**config.mk**
```make
export PLATFORM = sky130hd
export DESIGN_NAME = isx_exec
export DESIGN_NICKNAME = d
export VERILOG_FILES = /design/src/verilog/isx_pkg.sv /design/src/verilog/isx_ptr_if.sv /design/src/verilog/isx_exec.sv /design/src/verilog/isx_ptr_file.sv
export SDC_FILE = /design/constraint.sdc
export NUM_CORES = 1
export LEC_CHECK = 0
export BUFFER_PORTS_ARGS = -buffer_cell sky130_fd_sc_hd__buf_2
export CAP_MARGIN = 0
export CORE_ASPECT_RATIO = 1.4
export CORE_MARGIN = 2
export CORE_UTILIZATION = 45
export DETAILED_ROUTE_END_ITERATION = 7
export HOLD_SLACK_MARGIN = 0.05
export PLACE_DENSITY_LB_ADDON = 0.25
export SLEW_MARGIN = 10
export SYNTH_ARGS = -nofsm -noshare
export SYNTH_HDL_FRONTEND = slang
export SYNTH_SLANG_ARGS = --single-unit
```
**constraint.sdc**
```tcl
create_clock -name clk_i -period 3.88 [get_ports clk_i]
set_input_delay 0.582 -clock clk_i [delete_from_list [all_inputs] [get_ports clk_i]]
set_output_delay 0.582 -clock clk_i [all_outputs]
set_load 0.01 [all_outputs]
```
**src/verilog/isx_pkg.sv**
```systemverilog
// What this block does
// RQ1: Extended operations execute only when the extended-set enable bit is set.
// RQ2: Indexed move forms both addresses as frame pointer plus 7-bit offsets.
// RQ3: Indexed move addresses may fall anywhere in the 4096-byte data space.
// RQ4: Software must not target program counter low or return-top bytes.
// RQ5: Source address on an indirect register moves value 00h.
// RQ6: Destination address on an indirect register makes the move a no-op.
// RQ7: Push-literal stores its 8-bit value at frame pointer, one word, one cycle.
// RQ8: After push-literal the frame pointer decrements by exactly one.
// RQ9: Subtract-from-pointer subtracts 6-bit value from pointer 0, 1 or 2.
// RQ10: Subtract-from-pointer upper byte is 1110 1001, selector 7:6, value 5:0.
// RQ11: Selector 11 decodes as subtract-and-return on the frame pointer.
// RQ12: Subtract-and-return then loads program counter from return stack top.
// RQ13: Subtract-and-return takes two cycles, the second doing nothing.
// RQ14: No operation here changes arithmetic status flags.
package isx_pkg;
  localparam int ADDR_W = 12;
  localparam int DATA_W = 8;
  localparam int PC_W   = 21;
  localparam int OFS_W  = 7;
  localparam int LIT6_W = 6;
  localparam int N_PTR   = 3;
  localparam int OPC_MSB = 15;
  localparam int OPC_LSB = 8;
  localparam int GRP_LSB = 12;
  localparam int SEL_MSB = 7;
  localparam int SEL_LSB = 6;
  localparam int IDX_BIT = 7;
  localparam logic [1:0] FP_SEL = 2'h2;
  localparam logic [7:0] OP_MOVE_IDX  = 8'heb;
  localparam logic [3:0] OP_SECOND    = 4'hf;
  localparam logic [7:0] OP_PUSH_LIT  = 8'hfa;
  localparam logic [7:0] OP_SUB_PTR   = 8'he9;
  localparam logic [1:0] SEL_RETURN   = 2'h3;
  localparam logic [ADDR_W-1:0] PTR_RESET = 12'h000;
  localparam logic [ADDR_W-1:0] PTR_ONE   = 12'h001;
  // Indirect addressing registers occupy fixed high SFR slots
  localparam logic [ADDR_W-1:0] IND_LO  = 12'hfdb;
  localparam logic [ADDR_W-1:0] IND_HI  = 12'hfef;
  localparam logic [DATA_W-1:0] ZERO_B  = 8'h00;
  typedef enum logic [1:0] {ISX_IDLE, ISX_MOVE2, ISX_RET2} isx_state_e;
endpackage

```
**src/verilog/isx_ptr_if.sv**
```systemverilog
`timescale 1ns/100ps
// Pointer update request between decoder and pointer file
interface isx_ptr_if;
  logic                  we;
  logic [1:0]            sel;
  logic [isx_pkg::ADDR_W-1:0]                val;
  logic [isx_pkg::N_PTR*isx_pkg::ADDR_W-1:0] ptrs;
  modport ctl (output we, output sel, output val, input ptrs);
  modport file (input we, input sel, input val, output ptrs);
endinterface
```
**src/verilog/isx_exec.sv**
```systemverilog
`timescale 1ns/100ps
module isx_exec
  import isx_pkg::*;
(
  // Clock, reset, enable
  input  wire logic              clk_i,
  input  wire logic              rst_n_i,
  input  wire logic              ce_i,
  // Configuration
  input  wire logic              extended_set_enable_i,
  // Instruction stream, one word per instruction cycle
  input  wire logic              insn_valid_i,
  input  wire logic [15:0]       insn_i,
  // Data memory read result for address mem_raddr_o, same cycle
  input  wire logic [DATA_W-1:0] mem_rdata_i,
  // Return stack top
  input  wire logic [PC_W-1:0]   return_stack_top_i,
  // Data memory
  output logic [ADDR_W-1:0]      mem_raddr_o,
  output logic                   mem_we_o,
  output logic [ADDR_W-1:0]      mem_waddr_o,
  output logic [DATA_W-1:0]      mem_wdata_o,
  // Control flow
  output logic                   pc_load_o,
  output logic [PC_W-1:0]        pc_value_o,
  output logic                   return_pop_o,
  output logic                   busy_o,
  output logic                   status_we_o,
  // Pointer registers
  output logic [3*ADDR_W-1:0]    ptrs_o
);
  isx_ptr_if pif();
  isx_ptr_file u_ptrs (
    .clk_i   (clk_i),
    .rst_n_i (rst_n_i),
    .ce_i    (ce_i),
    .pf      (pif.file)
  );

  // ****************************************
  // Instruction decode
  // ****************************************
  logic [7:0]        opc;
  logic [1:0]        fsel;
  logic [ADDR_W-1:0] fp;
  logic [ADDR_W-1:0] sel_ptr;
  logic [ADDR_W-1:0] src_a;
  logic [ADDR_W-1:0] dst_a;
  logic [ADDR_W-1:0] lit6;
  logic              go;
  logic              dec_move;
  logic              dec_push;
  logic              dec_sub;
  logic              dec_ret;
  logic              dec_second;

  function automatic logic is_ind(input logic [ADDR_W-1:0] a);
    return (a >= IND_LO) && (a <= IND_HI);
  endfunction

  assign opc  = insn_i[OPC_MSB:OPC_LSB];
  assign fsel = insn_i[SEL_MSB:SEL_LSB];
  assign lit6 = ADDR_W'(insn_i[LIT6_W-1:0]);
  assign fp   = pif.ptrs[N_PTR*ADDR_W-1 -: ADDR_W];

  // Loop instead of an indexed slice: selector 3 must not read past the end
  always_comb begin
    sel_ptr = fp;
    for (int i = 0; i < N_PTR; i++) begin
      if (fsel == 2'(i)) begin
        sel_ptr = pif.ptrs[i*ADDR_W +: ADDR_W];
      end
    end
  end

  // Sums keep 12 bits, so offsets wrap inside the 4 KB space
  assign src_a = fp + ADDR_W'(insn_i[OFS_W-1:0]); // RQ2 RQ3
  assign dst_a = fp + ADDR_W'(insn_i[OFS_W-1:0]); // RQ2 RQ3
  // A cleared enable makes every opening word inert
  assign go    = insn_valid_i && extended_set_enable_i; // RQ1

  assign dec_move = go && opc == OP_MOVE_IDX && insn_i[IDX_BIT];
  assign dec_push = go && opc == OP_PUSH_LIT; // RQ7
  assign dec_sub  = go && opc == OP_SUB_PTR; // RQ10
  assign dec_ret  = dec_sub && fsel == SEL_RETURN; // RQ11
  // Word two is known by its group nibble; its middle bits are free
  assign dec_second = insn_valid_i &&
                      insn_i[OPC_MSB:GRP_LSB] == OP_SECOND;

  // ****************************************
  // Sequencing
  // ****************************************
  isx_state_e st_q, st_d;
  logic       busy_q, busy_d;

  always_comb begin
    st_d   = st_q;
    busy_d = 1'b0;
    case (st_q)
      ISX_IDLE: begin
        if (dec_move) begin
          busy_d = 1'b1;
          st_d   = ISX_MOVE2;
        end else if (dec_ret) begin
          busy_d = 1'b1;
          st_d   = ISX_RET2; // RQ13
        end
      end
      ISX_MOVE2: begin
        // Parks here until word two turns up
        if (dec_second) begin
          st_d = ISX_IDLE;
        end else begin
          busy_d = 1'b1;
        end
      end
      ISX_RET2: begin
        // Bubble cycle: whatever word stands here is dropped
        st_d = ISX_IDLE; // RQ13
      end
      default: begin
        st_d = ISX_IDLE;
      end
    endcase
  end

  always_ff @(posedge clk_i) begin
    if (!rst_n_i) begin
      st_q   <= ISX_IDLE;
      busy_q <= 1'b0;
    end else if (ce_i) begin
      st_q   <= st_d;
      busy_q <= busy_d;
    end
  end

  // ****************************************
  // Data memory port
  // ****************************************
  logic [ADDR_W-1:0] raddr_q, raddr_d;
  logic              we_q, we_d;
  logic [ADDR_W-1:0] waddr_q, waddr_d;
  logic [DATA_W-1:0] wdata_q, wdata_d;

  // The source address is registered on word one and read while word two
  // stands; the read port then never sees a decode glitch
  always_comb begin
    raddr_d = raddr_q;
    we_d    = 1'b0;
    waddr_d = waddr_q;
    wdata_d = wdata_q;
    case (st_q)
      ISX_IDLE: begin
        if (dec_move) begin
          raddr_d = src_a;
        end else if (dec_push) begin
          we_d    = 1'b1; // RQ7
          waddr_d = fp;
          wdata_d = insn_i[DATA_W-1:0];
        end
      end
      ISX_MOVE2: begin
        if (dec_second) begin
          // Program counter and return-top bytes are not fenced off here
          we_d    = !is_ind(dst_a); // RQ6
          waddr_d = dst_a;
          wdata_d = is_ind(raddr_q) ? ZERO_B : mem_rdata_i; // RQ5
        end
      end
      default: begin
        we_d = 1'b0;
      end
    endcase
  end

  always_ff @(posedge clk_i) begin
    if (!rst_n_i) begin
      raddr_q <= PTR_RESET;
      we_q    <= 1'b0;
      waddr_q <= PTR_RESET;
      wdata_q <= ZERO_B;
    end else if (ce_i) begin
      raddr_q <= raddr_d;
      we_q    <= we_d;
      waddr_q <= waddr_d;
      wdata_q <= wdata_d;
    end
  end

  // ****************************************
  // Control flow and status
  // ****************************************
  logic            pcl_q, pcl_d;
  logic [PC_W-1:0] pcv_q, pcv_d;
  logic            status_we_q, status_we_d;

  always_comb begin
    pcl_d       = 1'b0;
    pcv_d       = pcv_q;
    // Pointer arithmetic never reports carry, zero or overflow
    status_we_d = 1'b0; // RQ14
    if (st_q == ISX_IDLE && dec_ret) begin
      pcl_d = 1'b1; // RQ12
      pcv_d = return_stack_top_i;
    end
  end

  always_ff @(posedge clk_i) begin
    if (!rst_n_i) begin
      pcl_q       <= 1'b0;
      pcv_q       <= '0;
      status_we_q <= 1'b0;
    end else if (ce_i) begin
      pcl_q       <= pcl_d;
      pcv_q       <= pcv_d;
      status_we_q <= status_we_d;
    end
  end

  // ****************************************
  // Pointer update request
  // ****************************************
  always_comb begin
    pif.we  = 1'b0;
    pif.sel = FP_SEL;
    pif.val = fp;
    if (st_q == ISX_IDLE) begin
      if (dec_push) begin
        pif.we  = 1'b1;
        pif.val = fp - PTR_ONE; // RQ8
      end else if (dec_ret) begin
        pif.we  = 1'b1;
        pif.val = fp - lit6; // RQ11
      end else if (dec_sub) begin
        pif.we  = 1'b1;
        pif.sel = fsel;
        pif.val = sel_ptr - lit6; // RQ9
      end
    end
  end

  // ****************************************
  // Outputs
  // ****************************************
  assign mem_raddr_o  = raddr_q;
  assign mem_we_o     = we_q;
  assign mem_waddr_o  = waddr_q;
  assign mem_wdata_o  = wdata_q;
  assign pc_load_o    = pcl_q;
  assign pc_value_o   = pcv_q;
  assign return_pop_o = pcl_q;
  assign busy_o       = busy_q;
  assign status_we_o  = status_we_q; // RQ14
  assign ptrs_o       = pif.ptrs;
endmodule // isx_exec

```
**src/verilog/isx_ptr_file.sv**
```systemverilog
`timescale 1ns/100ps
module isx_ptr_file
  import isx_pkg::*;
(
  input  wire logic clk_i,
  input  wire logic rst_n_i,
  input  wire logic ce_i,
  isx_ptr_if.file   pf
);
  logic [ADDR_W-1:0] ptr_q [N_PTR];
  logic [ADDR_W-1:0] ptr_d [N_PTR];

  always_comb begin
    for (int i = 0; i < N_PTR; i++) begin
      ptr_d[i] = ptr_q[i];
      if (pf.we && pf.sel == 2'(i)) begin
        ptr_d[i] = pf.val;
      end
    end
  end

  always_ff @(posedge clk_i) begin
    for (int i = 0; i < N_PTR; i++) begin
      if (!rst_n_i) begin
        ptr_q[i] <= PTR_RESET;
      end else if (ce_i) begin
        ptr_q[i] <= ptr_d[i];
      end
    end
  end

  assign pf.ptrs = {ptr_q[2], ptr_q[1], ptr_q[0]};
endmodule // isx_ptr_file

```
Word level (Yosys, flattened, before mapping):

Memory sizes are Yosys's and may differ from the RTL's.
Cells that the tools add are included.
W data, S select, Z words.

* bits in registers: 58
* latch bits: 0
* bits in writable memories: 36
* memory bits (read-only): 0
* output and inout bits: 94
* memories: 1

* $add $sub $neg: 4
* $mul: 0
* div/mod/pow operators: 0
* magnitude comparators: 4
* equality and inequality tests: 14
* shift operators: 0
* mux-type cells: 47
* bitwise operators: 3
* reduce and logical (&&, ||, !) cells: 22

Memory list
* u_ptrs.ptr_q: depth 3, bits a word 12, rd ports 3, clocked after Yosys merged registers in 0, wr ports 3, RTL line isx_ptr_file.sv:10 `logic [ADDR_W-1:0] ptr_q [N_PTR];`

Operators with widths (number)
* $mux W12: 16
* $mux W8: 4
* $eq A8 B8 Y1 const B: 3
* $ge A12 B12 Y1 const B: 2
* $le A12 B12 Y1 const B: 2
* $pmux W12 S2: 1
* $sub A12 B6 Y12: 2
* $pmux W8 S2: 1
* $mux W1: 15
* $mux W2: 7
* $logic_and A1 B1 Y1: 13
* $add A12 B7 Y12: 1
* $sub A12 B1 Y12 const B: 1
* $eq A2 B1 Y1 const B: 3
* $eq A2 B2 Y1 const B: 3
* $logic_not A2 Y1: 3
* $ne A2 B2 Y1 const B: 3
* $reduce_and A3 Y1: 2
* $reduce_and A5 Y1: 1
* $eq A4 B4 Y1 const B: 1
* $pmux W1 S2: 2
* $pmux W2 S2: 1
* $ne A3 B3 Y1 const B: 1
* $or A1 B1 Y1: 3
* 3 further kinds: 3

Depth between registers and ports, before layout:

* depth after elaboration: 11
* mapped depth: 15
* depth with buffers taken out: 13

By module:

Synthesis repeated with hierarchy kept, for this count alone.

* cell total of the unflattened synthesis: 676
* area, all modules: 5765.5 um^2

Modules (own cells, without submodules)
* isx_exec: times used 1, cells an instance 620, area an instance 4553.1 um^2
* isx_ptr_file: times used 1, cells an instance 56, area an instance 1212.4 um^2

Least setup slack after synthesis:

OpenSTA, ideal clock, no wires.

* kind: input to register
* start: input port insn_i[6]
* end: memory u_ptrs.ptr_q[0][8] (data pin)
* library setup time: 264 ps
* arrival time: 3052 ps
* path slack: 564 ps
* stages on the path: 14
* cells stage by stage: buf_2 > buf_2 > mux2i_1 > nor2_1 > a21oi_1 > ha_1 > inv_1 > fa_1 > a21oi_1 > o211ai_1 > o41ai_1 > o22ai_1 > a211oi_1 > nor2_1

RTL lines
* start, declared: RTL line isx_exec.sv:13 `input wire logic [15:0] insn_i,`
* end, declared: RTL line isx_ptr_file.sv:10

==> flow_metrics.env <==
export IMPL_critPathBufInv=0
export IMPL_min_path_type="reg2reg"
export IMPL_drt_iter0_markers=329
export IMPL_p_leak_nw=2.789
export IMPL_setup_viol=0
export IMPL_drtAntennaViolNets=0
export IMPL_cp_required_ns=3.98
export IMPL_clock_sinks=94
export IMPL_critPathKind="reg2reg"
export IMPL_cpMostUsedCell="o31ai_1"
export IMPL_critPathTopFamily="compound AO/OA/AOI/OAI gates"
export IMPL_pin_count=144
export IMPL_grtUsageTotal_pct=24.09
export IMPL_post_cts_resized=0
export IMPL_worstPathCellList="nand2_1 -> o21ai_0 -> ha_1 -> nor2b_1 -> o31ai_1 -> a21oi_1 -> and4b_1 -> xnor2_1 -> a31oi_1 -> o31ai_1"
export IMPL_hold_buffers=0
export IMPL_clk_pin_slew_ns=0.07
export IMPL_synth_edf_count=36
export IMPL_num_vias=5271
export IMPL_die_y_um=135.5
export IMPL_status="complete, no violations"
export IMPL_switching_share_pct=28.36
export IMPL_p_seq_share_pct=46.9
export IMPL_tightest_slew_ns=0.8841
export IMPL_insertedDiodeCount=0
export IMPL_fin_ws_ns=0.8631
export IMPL_area_growth_pct=20.00
export IMPL_avgSynthCellArea_um2=8.586
export IMPL_fin_setup_tns_ns=0
export IMPL_cts_inserted_buffers=9
export IMPL_grt_start_max_net_pins=54
export IMPL_vias_per_cell=5.674
export IMPL_antenna_found_initial=0
export IMPL_grt_pass1_wl_um=25800
export IMPL_cp_arrival_ns=3.12
export IMPL_ys_seq_elements=94
export IMPL_clockBufferDepth=2
export IMPL_fillers=1180
export IMPL_place_ws_ns=0.5162
export IMPL_synthFlopType="dfxtp_1"
export IMPL_root_buffer="clkbuf_16"
export IMPL_max_freq_mhz=331.5
export IMPL_initial_core_util_pct=45.57
export IMPL_max_slew_margin_pct=40.28
export IMPL_power_share_combinational_pct=15.6
export IMPL_worst_clock_skew_ns=0.01158
export IMPL_htreeDepth=3
export IMPL_drtPass1Iterations=5
export IMPL_drc=0
export IMPL_rsz0062_at_grt="false"
export IMPL_syn_area_mm2=0.005555
export IMPL_async_flop_share_pct=0
export IMPL_row_count=48
export IMPL_slew_viol_final=0
export IMPL_start_kind="flip-flop"
export IMPL_critPathCaptureType="flip-flop"
export IMPL_ir_drop_mv=0.2880
export IMPL_finalWeightedCongestion=0.9221
export IMPL_insertion_delay_ns=0.35
export IMPL_yosysUniqueCellTypes=64
export IMPL_numPortBuffers=142
export IMPL_core_mm2=0.01219
export IMPL_num_nets_final=847
export IMPL_p_per_area_mw_per_mm2=342.6
export IMPL_clockPowerShare_pct=37.6
export IMPL_drive_gt1_share_pct=23.88
export IMPL_critPathMaxStageDelay_ns=0.56
export IMPL_ys_seq_area_share_pct=40.36
export IMPL_finalHoldViolCount=0
export IMPL_fin_crit_sh_pct=77.75
export IMPL_ys_warn_count=0
export IMPL_p_sw_uw=647.6
export IMPL_die_area_mm2=0.01326
export IMPL_layout_min_cycle_time_ns=3.017
export IMPL_grt_pass1_vias=5120
export IMPL_post_cts_buffers=0
export IMPL_crit_slowest_cell="edfxtp_1"
export IMPL_cellInternalPower_mw=1.636
export IMPL_path_max_fanout=9
export IMPL_syn_inst=647
export IMPL_grt_overflow=0
export IMPL_dpl_hpwl_um=12260
export IMPL_synth_nets=720
export IMPL_wl_per_cell_um=17.27
export IMPL_wl_um=16040
export IMPL_fp_dieW_um=97.91
export IMPL_cts_tree="yes"
export IMPL_maxCapViolCount=0
power groups by stage:
stage / Sequential [mW] / Clock (mW) / Combinational [mW]
after CTS: 1.07 / 0.874 / 0.354
after global routing: 1.07 / 0.917 / 0.394
after detailed placement: 1.09 / 0 / 0.352
final: 1.07 / 0.858 / 0.355
after global placement: 1.09 / 0 / 0.346
after floorplan: 1.09 / 0 / 0.231
layout make-up:
class | instances | area [µm²] | share of cell area [%]
multi-input combinational | 493 | 3054 | 45.81
sequential | 94 | 2242 | 33.63
timing repair buffer | 157 | 823.3 | 12.35
clock buffer | 9 | 225.2 | 3.378
tap | 150 | 187.7 | 2.815
inverter | 19 | 71.32 | 1.070
clock inverter | 7 | 62.56 | 0.9384
synthesized netlist by cell type (2+ instances only):
cell type  instances  area [µm²]
nand2_1           87       326.6
nor2_1            67       251.5
a21oi_1           64       320.3
dfxtp_1           58        1161
o21ai_0           38       190.2
edfxtp_1          36        1081
clkbuf_1          26       97.59
a211oi_1          22       165.2
mux2i_1           21       210.2
ha_1              20       250.2
inv_1             18       67.56
xnor2_1           16       140.1
nand2b_1          14       87.58
nor3_1            12       60.06
nand3_1           10       50.05
a22oi_1            9       67.56
o211ai_1           9       67.56
xor2_1             8       70.07
buf_2              7       35.03
a31oi_1            6       37.54
nor2b_1            6       37.54
or3_1              6       37.54
nand3b_1           5       37.54
nor4_1             5       31.28
o22ai_1            5       31.28
a311oi_1           4       35.03
nor3b_1            4       30.03
o21a_1             4       30.03
o21ai_1            4       20.02
o31ai_1            4       30.03
a21oi_2            3       26.28
buf_1              3       11.26
buf_6              3       33.78
fa_1               3       60.06
a32o_1             2       20.02
a41oi_1            2       17.52
and2_1             2       12.51
and4_1             2       17.52
buf_4              2       15.01
nand4_1            2       12.51
o211a_1            2       20.02
o21bai_1           2       15.01
o31a_1             2       17.52
or4_1              2       15.01
layer usage:
metal	part of all wire, %	vias to the layer above	global-route usage [%]
met4	3.3	0	10.57
met1	42	2449	30.15
met5	0	-	0
met3	5.9	38	4.799
li1	-	2577	-
met2	49	207	40.30
cells in the final DEF, fill, tap and decap left out, types with 5 or more instances in the layout:
master	n
nand2_1	87
a31oi_1	6
or3_1	6
mux2i_1	21
xor2_1	8
nor2_1	67
clkbuf_16	9
nand2b_1	14
a21oi_1	64
edfxtp_1	36
ha_1	20
o211ai_1	9
o22ai_1	5
nor2b_1	6
nor3_1	11
a22oi_1	9
nor4_1	5
inv_1	18
nand3b_1	5
buf_2	142
xnor2_1	16
buf_4	15
nand3_1	10
dfxtp_1	58
o21ai_0	38
a211oi_1	22
through the flow:
step / area, µm² / util (%) / hold slack (ns) / std cells / power [mW]
after global routing: 6666 / 54.68 / 0.4609 / 929 / 2.385
after detailed placement: 6379 / 52.32 / 0.4418 / 913 / 1.445
after CTS: 6666 / 54.68 / 0.4522 / 929 / 2.298
after floorplan: 5555 / - / 0.4761 / 647 / 1.323
final: 6666 / 54.68 / 0.4531 / 929 / 2.284
after global placement: 6379 / 52.32 / 0.4354 / 913 / 1.439
logic make-up (layout without fill, tap and decap cells):
family	count (synthesis)	count (layout)	synth area share (%)
compound gates	190	190	21.58
xor+xnor	24	24	3.784
fa+ha+maj	23	23	5.586
buf+inv	60	192	4.752
flops	94	94	40.36
mux	21	21	3.784
other cells	1	1	0.06750
simple gates	234	234	20.09
worst min-delay path, delay by kind of cell, from the launching register on:
kind             cells  cell delay (ns)
flip-flops           1             0.31
AND/OR/NAND/NOR      1             0.05
AO/OA/AOI/OAI        1             0.05
flip-flops by register name, summed over array words and instances, names as in the netlist:
name / count
mem_wdata_o: 8
pc_load_o: 1
u_ptrs.ptr_q: 36
mem_we_o: 1
mem_raddr_o: 12
st_q: 2
mem_waddr_o: 12
pc_value_o: 21
busy_o: 1
worst paths after layout:
kind / cells after the start / end / from / slack, ns
worst max-delay path: 10 / u_ptrs.ptr_q[1][11] / u_ptrs.ptr_q[2][1] / 0.86
worst min-delay path: 2 / pc_value_o[8] / pc_value_o[8] / 0.45
worst max register to register: 10 / u_ptrs.ptr_q[1][11] / u_ptrs.ptr_q[2][1] / 0.86
worst min register to register: 2 / pc_value_o[8] / pc_value_o[8] / 0.45
Power figures use the tool's default switching activity.
